**src/ptmr_pkg.sv**
```systemverilog
/*
  Package for the periodic timer: register offsets, field positions,
  reset values and mode encodings.
  Assumes a 32-bit APB with one aligned word per register.
*/
package ptmr_pkg;
  // ==========================================
  // Register byte offsets
  localparam logic [7:0] OFF_CTRL0 = 8'h00;
  localparam logic [7:0] OFF_CTRL1 = 8'h04;
  localparam logic [7:0] OFF_CNT_LO = 8'h08;
  localparam logic [7:0] OFF_CNT_HI = 8'h0C;
  localparam logic [7:0] OFF_CMPA_LO = 8'h10;
  localparam logic [7:0] OFF_CMPA_HI = 8'h14;
  localparam logic [7:0] OFF_CMPP_LO = 8'h18;
  localparam logic [7:0] OFF_CMPP_HI = 8'h1C;
  // ==========================================
  // Field positions
  localparam int CTRL0_EN_BIT = 3;
  localparam int CTRL1_MODE_HI = 7;
  localparam int CTRL1_MODE_LO = 6;
  localparam int CTRL1_FUNC_HI = 5;
  localparam int CTRL1_FUNC_LO = 4;
  localparam int CTRL1_OLC_BIT = 3;
  localparam int CTRL1_POL_BIT = 2;
  localparam int CTRL1_CSS_BIT = 1;
  localparam int CTRL1_CCS_BIT = 0;
  // ==========================================
  // Reset values and limits
  localparam logic [7:0] CTRL_RST = 8'h00;
  localparam logic [9:0] VAL_RST = 10'h000;
  localparam logic [9:0] CNT_MAX = 10'h3FF;
  // ==========================================
  // Modes and pin functions
  localparam logic [1:0] MODE_CMP = 2'h0;
  localparam logic [1:0] MODE_CAP = 2'h1;
  localparam logic [1:0] MODE_PWM = 2'h2;
  localparam logic [1:0] MODE_TMR = 2'h3;
  localparam logic [1:0] FN_NONE = 2'h0;
  localparam logic [1:0] FN_LOW = 2'h1;
  localparam logic [1:0] FN_HIGH = 2'h2;
  localparam logic [1:0] FN_TOG = 2'h3;
  localparam logic [1:0] FN_PWM = 2'h2;
  localparam logic [1:0] FN_SP = 2'h3;
endpackage

```
**src/ptmr_top.sv**
```systemverilog
/*
  Periodic timer core with APB register slave: 10-bit up counter,
  comparators A and P, output pin logic and capture.
  Assumes pins are asynchronous to clk_i and the counter ticks every clk_i.
*/
`timescale 1ns/1ps

// Notes on behaviour
// RULE_01: Compare mode: output level bit sets pin level before any A match.
// RULE_02: PWM mode: output level bit picks waveform active level.
// RULE_03: Single pulse: output level bit is level driven at enable rise.
// RULE_04: Timer/counter mode: level and polarity bits do not affect pin.
// RULE_05: Polarity bit set inverts pin level, clear passes it.
// RULE_06: Capture source is capture pin at 0, external clock pin at 1.
// RULE_07: Clear select 1 clears counter on comparator A match.
// RULE_08: Clear select 0 clears on comparator P match or overflow.
// RULE_09: Overflow clear only when compare P is zero.
// RULE_10: Clear select ignored in PWM, single pulse and capture modes.
// RULE_11: Counter readable as low byte and two high bits, read only.
// RULE_12: Compare A readable and writable as low byte and two high bits.
// RULE_13: Compare P readable and writable as low byte and two high bits.
// RULE_14: High registers read zero in bits 7 to 2.
// RULE_15: Five modes: compare, PWM, single pulse, capture, timer/counter.
// RULE_16: Mode field 00 compare, 01 capture, 10 PWM/pulse, 11 timer.
// RULE_17: Enable rise zeroes counter; enable fall stops and holds it.
// RULE_18: Uncleared counter overflows at 3FF.
// RULE_19: Polarity inversion is the final stage before the pin.
module ptmr_top import ptmr_pkg::*; (
  input wire logic clk_i, // 10 MHz clock
  input wire logic resetn_i, // async reset, active low
  input wire logic psel_i, // APB select
  input wire logic penable_i, // APB enable
  input wire logic pwrite_i, // APB write
  input wire logic [7:0] paddr_i, // APB byte address
  input wire logic [31:0] pwdata_i, // APB write data
  output logic [31:0] prdata_o, // APB read data
  output logic pready_o, // APB ready
  output logic pslverr_o, // APB error on unmapped address
  input wire logic capture_input_pin_i, // capture pin
  input wire logic external_clock_pin_i, // external clock pin
  output logic timer_output_pin_o, // timer output pin
  output logic match_a_o, // comparator A match pulse
  output logic match_p_o // comparator P match or overflow pulse
);
  typedef enum logic [1:0] {PH_IDLE = 2'b01, PH_ACC = 2'b10} ptmr_ph_t;
  typedef struct packed {
    ptmr_ph_t ph;
    logic [31:0] rdata;
    logic ready;
    logic err;
    logic [7:0] ctrl0;
    logic [7:0] ctrl1;
    logic [9:0] cnt;
    logic [9:0] cmpa;
    logic [9:0] cmpp;
    logic en_d;
    logic ext_d;
    logic lvl;
    logic pin;
    logic [1:0] cap_s1;
    logic [1:0] cap_s2;
    logic cap_d;
    logic ma;
    logic mp;
  } ptmr_state_t;

  ptmr_state_t s_r, s_nxt;

  logic [1:0] mode, fn;
  logic en, olc, pol, css, ccs, trig;
  logic hit_a, hit_p, ovf, clr, cap_edge, base, wr_acc, rd_hit;
  logic [7:0] rbyte;

  always_comb begin
    mode = s_r.ctrl1[CTRL1_MODE_HI:CTRL1_MODE_LO]; // RULE_16
    fn = s_r.ctrl1[CTRL1_FUNC_HI:CTRL1_FUNC_LO];
    en = s_r.ctrl0[CTRL0_EN_BIT];
    olc = s_r.ctrl1[CTRL1_OLC_BIT];
    pol = s_r.ctrl1[CTRL1_POL_BIT];
    css = s_r.ctrl1[CTRL1_CSS_BIT];
    ccs = s_r.ctrl1[CTRL1_CCS_BIT];
    trig = css ? s_r.cap_s2[1] : s_r.cap_s2[0]; // RULE_06
    hit_a = en && (s_r.cnt == s_r.cmpa);
    hit_p = en && (s_r.cnt == s_r.cmpp);
    ovf = en && (s_r.cnt == CNT_MAX); // RULE_18
    // ==========================================
    // Clear selection
    clr = 1'b0;
    case (mode)
      MODE_CMP, MODE_TMR: begin
        if (ccs) begin
          clr = hit_a && (s_r.cmpa != VAL_RST); // RULE_07
        end else begin
          clr = (s_r.cmpp == VAL_RST) ? ovf : hit_p; // RULE_08 RULE_09
        end
      end
      MODE_PWM: clr = (fn == FN_SP) ? 1'b0 : ((s_r.cmpp == VAL_RST) ? ovf : hit_p); // RULE_10
      MODE_CAP: clr = ovf; // RULE_10
      default: clr = 1'b0;
    endcase
    cap_edge = 1'b0;
    case (fn)
      2'h0: cap_edge = trig && !s_r.cap_d;
      2'h1: cap_edge = !trig && s_r.cap_d;
      2'h2: cap_edge = trig != s_r.cap_d;
      default: cap_edge = 1'b0;
    endcase
    wr_acc = psel_i && penable_i && pwrite_i && (s_r.ph == PH_ACC);
    rd_hit = 1'b1;
    rbyte = 8'h00;
    case (paddr_i)
      OFF_CTRL0: rbyte = s_r.ctrl0 & 8'hF8;
      OFF_CTRL1: rbyte = s_r.ctrl1;
      OFF_CNT_LO: rbyte = s_r.cnt[7:0]; // RULE_11
      OFF_CNT_HI: rbyte = {6'h00, s_r.cnt[9:8]}; // RULE_11 RULE_14
      OFF_CMPA_LO: rbyte = s_r.cmpa[7:0]; // RULE_12
      OFF_CMPA_HI: rbyte = {6'h00, s_r.cmpa[9:8]}; // RULE_12 RULE_14
      OFF_CMPP_LO: rbyte = s_r.cmpp[7:0]; // RULE_13
      OFF_CMPP_HI: rbyte = {6'h00, s_r.cmpp[9:8]}; // RULE_13 RULE_14
      default: rd_hit = 1'b0;
    endcase

    s_nxt = s_r;
    s_nxt.ready = 1'b0;
    s_nxt.err = 1'b0;
    s_nxt.cap_s1 = {external_clock_pin_i, capture_input_pin_i};
    s_nxt.cap_s2 = s_r.cap_s1;
    s_nxt.cap_d = trig;
    s_nxt.en_d = en;
    s_nxt.ext_d = s_r.cap_s2[1];
    s_nxt.ma = hit_a;
    // With compare P at zero only the overflow ends a period, not the pass through zero
    s_nxt.mp = (s_r.cmpp == VAL_RST) ? ovf : hit_p; // RULE_09
    // ==========================================
    // APB slave: one wait state, answer in the access phase's second cycle
    case (s_r.ph)
      PH_IDLE: begin
        if (psel_i && !penable_i) begin
          s_nxt.ph = PH_ACC;
        end
      end
      PH_ACC: begin
        if (psel_i && penable_i && !s_r.ready) begin
          s_nxt.ready = 1'b1;
          s_nxt.err = !rd_hit;
          s_nxt.rdata = {24'h000000, rbyte};
        end
        if (s_r.ready) begin
          s_nxt.ph = PH_IDLE;
        end
      end
      default: s_nxt.ph = PH_IDLE;
    endcase
    if (wr_acc && s_r.ready) begin
      case (paddr_i)
        OFF_CTRL0: s_nxt.ctrl0 = pwdata_i[7:0] & 8'hF8;
        OFF_CTRL1: s_nxt.ctrl1 = pwdata_i[7:0];
        OFF_CMPA_LO: s_nxt.cmpa[7:0] = pwdata_i[7:0]; // RULE_12
        OFF_CMPA_HI: s_nxt.cmpa[9:8] = pwdata_i[1:0]; // RULE_12
        OFF_CMPP_LO: s_nxt.cmpp[7:0] = pwdata_i[7:0]; // RULE_13
        OFF_CMPP_HI: s_nxt.cmpp[9:8] = pwdata_i[1:0]; // RULE_13
        default: ;
      endcase
    end
    // ==========================================
    // Counter and mode logic
    if (en && !s_r.en_d) begin
      s_nxt.cnt = VAL_RST; // RULE_17
    end else if (en) begin
      s_nxt.cnt = clr ? VAL_RST : 10'(s_r.cnt + 10'h001); // RULE_18
    end
    if (mode == MODE_CAP && en && cap_edge) begin
      s_nxt.cmpa = s_r.cnt;
    end
    // Single pulse: with capture source 0 an external pin rise starts it, A match ends it
    if (mode == MODE_PWM && fn == FN_SP) begin
      if (!en && s_r.cap_s2[1] && !s_r.ext_d && css == 1'b0) begin
        s_nxt.ctrl0[CTRL0_EN_BIT] = 1'b1;
      end
      if (en && s_r.en_d && hit_a) begin
        s_nxt.ctrl0[CTRL0_EN_BIT] = 1'b0;
      end
    end
    if (en && !s_r.en_d) begin
      s_nxt.lvl = olc; // RULE_01 RULE_03
    end else if (mode == MODE_CMP && en && hit_a && s_r.cmpa != VAL_RST) begin // RULE_15
      case (fn)
        FN_LOW: s_nxt.lvl = 1'b0;
        FN_HIGH: s_nxt.lvl = 1'b1;
        FN_TOG: s_nxt.lvl = !s_r.lvl;
        default: s_nxt.lvl = s_r.lvl;
      endcase
    end
    base = s_r.lvl;
    case (mode)
      MODE_CMP: base = s_nxt.lvl;
      MODE_PWM: begin
        case (fn)
          FN_NONE: base = !olc; // RULE_02
          FN_LOW: base = olc;
          FN_PWM: base = (s_r.cnt < s_r.cmpa) ? olc : !olc; // RULE_02
          default: base = en ? olc : !olc; // RULE_03
        endcase
      end
      default: base = s_r.pin; // RULE_04
    endcase
    if (mode == MODE_CMP || mode == MODE_PWM) begin
      s_nxt.pin = base ^ pol; // RULE_05 RULE_19
    end else begin
      s_nxt.pin = s_r.pin; // RULE_04
    end
  end

  always_ff @(posedge clk_i or negedge resetn_i) begin
    if (!resetn_i) begin
      s_r <= '{ph: PH_IDLE, rdata: 32'h00000000, ready: 1'b0, err: 1'b0,
               ctrl0: CTRL_RST, ctrl1: CTRL_RST, cnt: VAL_RST, cmpa: VAL_RST,
               cmpp: VAL_RST, en_d: 1'b0, ext_d: 1'b0, lvl: 1'b0, pin: 1'b0,
               cap_s1: 2'h0, cap_s2: 2'h0, cap_d: 1'b0, ma: 1'b0, mp: 1'b0};
    end else begin
      s_r <= s_nxt;
    end
  end

  assign prdata_o = s_r.rdata;
  assign pready_o = s_r.ready;
  assign pslverr_o = s_r.err;
  assign timer_output_pin_o = s_r.pin;
  assign match_a_o = s_r.ma;
  assign match_p_o = s_r.mp;
endmodule // ptmr_top

```
**config.mk**
```make
export PLATFORM = sky130hd
export DESIGN_NAME = ptmr_top
export DESIGN_NICKNAME = d
export VERILOG_FILES = /design/src/ptmr_pkg.sv /design/src/ptmr_top.sv
export SDC_FILE = /design/constraint.sdc
export NUM_CORES = 1
export LEC_CHECK = 0
export BUFFER_PORTS_ARGS = -buffer_cell sky130_fd_sc_hd__buf_2
export CORE_MARGIN = 2
export CORE_UTILIZATION = 44
export CTS_BUF_LIST = sky130_fd_sc_hd__clkbuf_8
export CTS_CLUSTER_SIZE = 28
export DETAILED_ROUTE_END_ITERATION = 10
export PLACE_DENSITY = 0.66
export SETUP_SLACK_MARGIN = 0.5
export SLEW_MARGIN = 20
export SYNTH_ARGS = -nofsm -noshare
export SYNTH_HDL_FRONTEND = slang
export SYNTH_SLANG_ARGS = --single-unit
export TNS_END_PERCENT = 20
```
**constraint.sdc**
```tcl
create_clock -name clk_i -period 3.3 [get_ports clk_i]
set_clock_uncertainty 0.05 [all_clocks]
set_input_delay 0.33 -clock clk_i [delete_from_list [all_inputs] [get_ports clk_i]]
set_output_delay 0.33 -clock clk_i [all_outputs]
set_load 0.02 [all_outputs]
```
==> results of run 1 <==
routing by layer:
metal  GRT usage  part of all wire  vias to the layer above
li1            -                 -                     1479
met1       0.288              0.46                     1515
met2       0.318              0.45                      140
met3      0.0585             0.074                       26
met4      0.0748             0.024                        0
met5           0                 0                        -
state kept, by name, summed over array words and instances (netlist names):
name	cells
pol	1
olc	1
ccs	1
css	1
match_p_o	1
prdata_o	8
timer_output_pin_o	1
mode	2
pslverr_o	1
en	1
pready_o	1
fn	2
s_nxt	3
match_a_o	1
s_r	41
path summary, 6_finish.rpt:
check | end | slack, ns | cells past startpoint | startpoint
worst min-delay path | s_nxt[4]$_DFF_PN0_ | 0.02 | 1 | external_clock_pin_i
max in group asynchronous | s_r[36]$_DFFE_PN0P_ | 1.77 | 3 | resetn_i
worst max register to register | timer_output_pin_o$_DFFE_PN0N_ | 0.58 | 8 | s_r[37]$_DFFE_PN0P_
min in group asynchronous | s_r[27]$_DFFE_PN0P_ | 0.45 | 2 | resetn_i
worst min register to register | s_nxt[9]$_DFF_PN0_ | 0.30 | 0 | s_nxt[4]$_DFF_PN0_
worst max-delay path | timer_output_pin_o$_DFFE_PN0N_ | 0.58 | 8 | s_r[37]$_DFFE_PN0P_
where the power goes:
group / internal, mW / switching, mW
Clock: 0.347 / 0.330
Combinational: 0.0334 / 0.0853
Sequential: 0.821 / 0.0117
Total: 1.20 / 0.427
final cells by class:
cell class / count / area, µm²
Inverter: 27 / 101
Timing Repair Buffer: 42 / 230
Clock buffer: 9 / 124
Fill cell: 826 / 4440
Multi-Input combinational cell: 299 / 2040
Sequential cell: 66 / 1660
Tap cell: 108 / 135
Clock inverter: 7 / 71.3
synth_stat cells (3+ instances only):
cell type	number	area (µm²)
a21o_1	6	45.0
a21oi_1	8	40.0
a221oi_1	3	26.3
a22o_1	6	52.6
a22oi_1	6	45.0
and3_1	4	25.0
buf_2	4	20.0
buf_4	33	248
clkbuf_1	13	48.8
dfrtp_1	65	1630
ha_1	16	200
inv_1	27	101
mux2_1	12	135
mux2_2	11	124
mux2i_1	20	200
nand2_1	41	154
nand2b_1	3	18.8
nand3_1	11	55.1
nand4_1	7	43.8
nor2_1	15	56.3
nor2b_1	7	43.8
nor3_1	7	35.0
nor4_1	6	37.5
o21ai_0	19	95.1
o21ai_1	13	65.1
o221ai_1	3	26.3
or3_1	8	50.1
xnor2_1	11	96.3
through the flow:
stage	setup WS (ns)	hold slack, ns	total power, mW	std cells
6_report	0.577	0.0234	1.63	558
5_1_grt	0.505	0.000614	1.70	558
4_1_cts	0.578	0.00732	1.65	558
3_5_place_dp	0.586	0.287	0.966	541
3_3_place_gp	0.625	0.284	0.964	541
2_1_floorplan	0.866	-0.0156	0.936	444
layout by cell type (no fill, tap or decap), types with 3 or more instances in the layout:
master | Yosys | routed
mux2i_1 | 20 | 20
nor3_1 | 7 | 7
a221oi_1 | 3 | 3
a21oi_1 | 8 | 8
and3_1 | 4 | 4
nor2_1 | 15 | 15
nand2b_1 | 3 | 3
nand2_1 | 41 | 41
clkbuf_8 | 0 | 9
o21ai_1 | 13 | 13
conb_1 | 1 | 24
dfrtp_1 | 65 | 63
a22oi_1 | 6 | 6
buf_4 | 33 | 6
nor2b_1 | 7 | 7
mux2_1 | 12 | 12
o221ai_1 | 3 | 3
a22o_1 | 6 | 6
inv_1 | 27 | 28
o21ai_0 | 19 | 19
mux2_2 | 11 | 11
a21o_1 | 6 | 6
nand3_1 | 11 | 11
xnor2_1 | 11 | 11
buf_2 | 4 | 35
nor4_1 | 6 | 6
ha_1 | 16 | 16
nand4_1 | 7 | 7
or3_1 | 8 | 8
cell families (layout without fill, tap and decap cells):
family / Yosys count / after routing / share of synthesized area
and+or+nand+nor: 124 / 124 / 0.163
AOI/OAI and AO/OA: 81 / 81 / 0.133
buffers and inverters: 79 / 85 / 0.107
DFF: 66 / 66 / 0.409
muxes: 43 / 43 / 0.114
adders and majority gates: 16 / 16 / 0.0495
xor gates and xnor gates: 11 / 11 / 0.0238
other: 1 / 24 / 0.000927
what timing repair did:
action / in CTS / in global routing
endpoints found under the setup margin: 0 / 1
gates resized for setup: 0 / 2
endpoints found under the hold margin: 26 / 0
hold buffers: 1 / 0
==> reports/qor.txt, run 1 <==
Status -> completed
Final-stage net count -> 508
Worst endpoint required time -> 3.49 ns
# Post-CTS Setup Buffers -> 0
Delay-heaviest family, CP -> compound AO/OA/AOI/OAI gates
Worst vdd rail ir drop -> 0.262 mV
Final period utilization -> 0.825
Total Routing Usage GR -> 0.209
Die width -> 99.9 µm
Row cnt -> 34
Routed Antenna Nets -> 0
Final setup viols -> 0
Max Cap Viol -> 0
Cell mode on critical path -> a221o_1
Slew Limit Fails -> 0
Setup TNS -> 0 ns
Area after DPL -> 0.00415 mm²
Crit-path slowest cell -> dfrtp_1
Worst Path Class, Setup -> reg -> reg
Die area -> 0.00997 mm²
Number of synthesized flops with an enable pin -> 0
Top_reg_cell synth -> dfrtp_1
Initial DRC count -> 244
Startpoint types -> flip-flop
Pwr per Cell Area -> 373 mW/mm²
Fraction of final layout cells sized beyond drive strength 1 -> 0.173
Vias in the first global route -> 3082
Via count -> 3160
Clock insertion delay at the later pin of the skew report -> 0.36 ns
Starting density of the core -> 0.459
HPWL Detailed -> 7.01 mm
Slew HR -> 0.502
Asr flop ratio synth -> 1.00
Crit Path Max Fanout -> 8
# DRC -> 0
GR Overflow Total -> 0
Minimum clock period -> 2.72 ns
Core Util, Final -> 0.495
Unrepaired setup endpoints after global routing -> false
Clk slew on worst S/H paths -> 0.07 ns
Crit-path cells -> ha_1 -> nand4_2 -> nor3_4 -> nand2_2 -> o21a_1 -> a221o_1 -> a22o_1 -> a221o_1
Mapped Area -> 0.00404 mm²
WP data arrival -> 2.91 ns
Diode count -> 0
Via/cell ratio -> 5.66
Initial antenna violation count -> 0
H-Tree Depth -> 3
PortBufs -> 35
First-pass GRT wire length -> 16.0 mm
Final instance area -> 0.00436 mm²
P&R area growth vs syn -> 7.86%
Fmax achieved -> 367 MHz
Die Y -> 99.9 µm
Post-Route WL -> 9.49 mm
Wire per inst -> 17.0 µm
CP endpoint kind -> flip-flop
Hold WC Path Type -> in -> reg
Max incr delay on CP -> 0.53 ns
CP Buf/Inv Count -> 0
Pin count of the biggest net entering global routing -> 41
Clock Path Buffers -> 2
Post-synth cell types -> 57
Sequential fraction of the synthesis area -> 0.409
Root Buffer -> clkbuf_8
Post-Synthesis Cells -> 421
Synth Warn # -> 0
Average footprint of a synthesized cell -> 9.61 µm²
CTS tree -> yes
Core area -> 0.00881 mm²
Leak -> 2.17 nW
I/O pin cnt -> 84
Gpl congestion -> 0.917
Final Hold Fails -> 0
Register bit total from synthesis -> 66
Worst-margin pin slew -> 0.747 ns
Clk sinks -> 66
TritonCTS Buffers -> 9
DRT Pass-1 Iters -> 5
Note: power is estimated with default switching activity, not from simulation.
==> run 2, diff against run 1 <==
clock period = 2.7 ns   (was 3.3 ns; I/O delays follow)
==> run 2 against run 1 <==
Compared with the run above:
- combinational power is 45% higher
- first-iteration DRC count up 8.6%
- total power grew 43%
- maximum frequency rose by 13%
- non-clock buffer count increased by 34
- register-to-register slack worse by 0.29 ns
- setup slack lost 0.29 ns
- critical path depth is 1 higher
- global-route usage rose by 1.4 points
- critical path type unchanged
- highest routed layer unchanged
==> reports/qor.txt, run 2 (synthesis gave the netlist of run 1 again) <==
Combinational share of power -> 0.074
Most frequent cells in the layout -> dfrtp_1, nand2_1, buf_4
Fmax achieved -> 415 MHz
Die area -> 0.00997 mm²
HPWL Detailed -> 7.74 mm
Core area -> 0.00881 mm²
Clock power frac -> 0.492
Max incr delay on CP -> 0.41 ns
CTS tree -> yes
Initial antenna violation count -> 0
Worst endpoint required time -> 2.89 ns
Diode count -> 0
CP Buf/Inv Count -> 1
Total Routing Usage GR -> 0.224
Worst Path Class, Setup -> reg -> reg
Critical Path Start -> s_r[28]$_DFFE_PN0P_
Pwr per Cell Area -> 468 mW/mm²
R2R setup slack -> 0.29 ns
Minimum clock period -> 2.41 ns
Crit-path cells -> inv_2 -> ha_4 -> a211oi_2 -> nor2_1 -> or3_1 -> o31ai_4 -> xnor2_1 -> a22o_1 -> a221o_1
Register-to-Register Path Depth -> 9
P&R area growth vs syn -> 23.3%
Hold WC Path Type -> in -> reg
Hold endpoint -> s_r[55]$_DFFE_PN0P_
Starting density of the core -> 0.459
Die width -> 99.9 µm
Routed Antenna Nets -> 0
CP endpoint kind -> flip-flop
Beginning of the worst register-to-register path -> s_r[28]$_DFFE_PN0P_
Hold path start -> pwdata_i[6]
Final setup viols -> 0
Unrepaired setup endpoints after global routing -> true
Number of flip-flops under the largest register name -> 41
Startpoint types -> flip-flop
PortBufs -> 35
Die Y -> 99.9 µm
Worst R2R End -> timer_output_pin_o$_DFFE_PN0N_
Hold Worst Slack -> 0.128 ns
# DRC -> 0
Worst vdd rail ir drop -> 0.278 mV
H-Tree Depth -> 3
Slew Limit Fails -> 0
Pin count of the biggest net entering global routing -> 35
Leak -> 2.39 nW
P_int -> 1.79 mW
Slew HR -> 0.461
TritonCTS Buffers -> 9
Status -> completed
Root Buffer -> clkbuf_8
Max Cap Viol -> 0
Clk sinks -> 66
Delay-heaviest family, CP -> compound AO/OA/AOI/OAI gates
Worst-margin pin slew -> 0.809 ns
Fill cell count -> 766
Psw -> 0.541 mW
Commonest non-fill, non-tap cell in the layout -> dfrtp_1
Clock Path Buffers -> 2
Crit Path Max Fanout -> 2
Setup TNS -> 0 ns
Sw frac -> 0.232
Final-stage net count -> 542
Initial DRC count -> 265
Clk slew on worst S/H paths -> 0.08 ns
Final Hold Fails -> 0
Flop pwr share -> 0.434
Vias in the first global route -> 3199
Area of the multi-input gates -> 0.00230 mm²
Via/cell ratio -> 5.64
Largest register by flop count -> s_r
Storage element area -> 0.00166 mm²
Gpl congestion -> 0.938
Final period utilization -> 0.893
First-pass GRT wire length -> 17.0 mm
Fraction of final layout cells sized beyond drive strength 1 -> 0.295
DRT Pass-1 Iters -> 5
Row cnt -> 34
GR Overflow Total -> 0
Crit-path slowest cell -> dfrtp_1
Number of cells on the worst hold path -> 2
Clock insertion delay at the later pin of the skew report -> 0.35 ns
Wire per inst -> 18.5 µm
I/O pin cnt -> 84
Via count -> 3338
Post-Route WL -> 11.0 mm
WP data arrival -> 2.60 ns
run 2: cell types whose count changed in the layout (fill, tap and decap cells not counted), moves of 3 or more:
cell / delta
inv_1: -6
inv_2: +5
bufinv_16: +3
ha_4: +10
buf_4: +30
xnor2_1: -6
ha_1: -10
xnor2_2: +6
run 2: through the flow:
| stage | total power [mW] | cell area (µm²) | setup slack [ns] | utilization | std cells |
|---|---|---|---|---|---|
| floorplan | 1.14 | 4160 | 0.387 | - | 444 |
| global placement | 1.19 | 4300 | 0.221 | 0.488 | 553 |
| detailed placement | 1.19 | 4300 | 0.181 | 0.488 | 553 |
| CTS | 2.35 | 4810 | 0.359 | 0.546 | 588 |
| global route | 2.42 | 4980 | 0.218 | 0.566 | 592 |
| finish | 2.33 | 4980 | 0.290 | 0.566 | 592 |
run 2: cell type report:
class / count / share of cell area
multi-input combinational: 299 / 0.462
clock buffer: 10 / 0.0276
timing repair buffer: 76 / 0.103
clock inverter: 6 / 0.0274
tap: 108 / 0.0271
inverter: 27 / 0.0203
sequential: 66 / 0.332
run 2: worst max-delay path by stage:
stage,to,slack [ns],cells after the start
2_1_floorplan,timer_output_pin_o$_DFFE_PN0N_,0.39,9
3_3_place_gp,timer_output_pin_o$_DFFE_PN0N_,0.22,9
3_5_place_dp,timer_output_pin_o$_DFFE_PN0N_,0.18,9
4_1_cts,timer_output_pin_o$_DFFE_PN0N_,0.36,8
5_1_grt,s_r[33]$_DFFE_PN0P_,0.22,9
6_report,timer_output_pin_o$_DFFE_PN0N_,0.29,9
run 2: worst register-to-register path, stage by stage, from the launching register on:
cell and delay (ns):
dfrtp_1 0.41, inv_2 0.09, ha_4 0.22, a211oi_2 0.23
nor2_1 0.07, or3_1 0.37, o31ai_4 0.27, xnor2_1 0.12
a22o_1 0.18, a221o_1 0.30
run 2: per-layer routing:
layer  routed length (µm)  track usage
met2                 5170        0.357
met4                  258       0.0769
met3                  746       0.0487
met1                 4810        0.303
met5                    0            0
run 2: what timing repair did:
item / CTS / global route
buffers inserted: 16 / 4
pin swaps: 6 / 7
resized for setup: 13 / 23
endpoints found under the setup margin: 9 / 18
hold buffers: 3 / 0
endpoints found under the hold margin: 35 / 0
run 2: power groups by stage:
stage	sequential [mW]	combinational (mW)	clock (mW)
2_1_floorplan	1.04	0.108	0
3_5_place_dp	1.03	0.158	0
3_3_place_gp	1.03	0.155	0
6_report	1.01	0.173	1.15
5_1_grt	1.02	0.191	1.21
4_1_cts	1.01	0.168	1.17
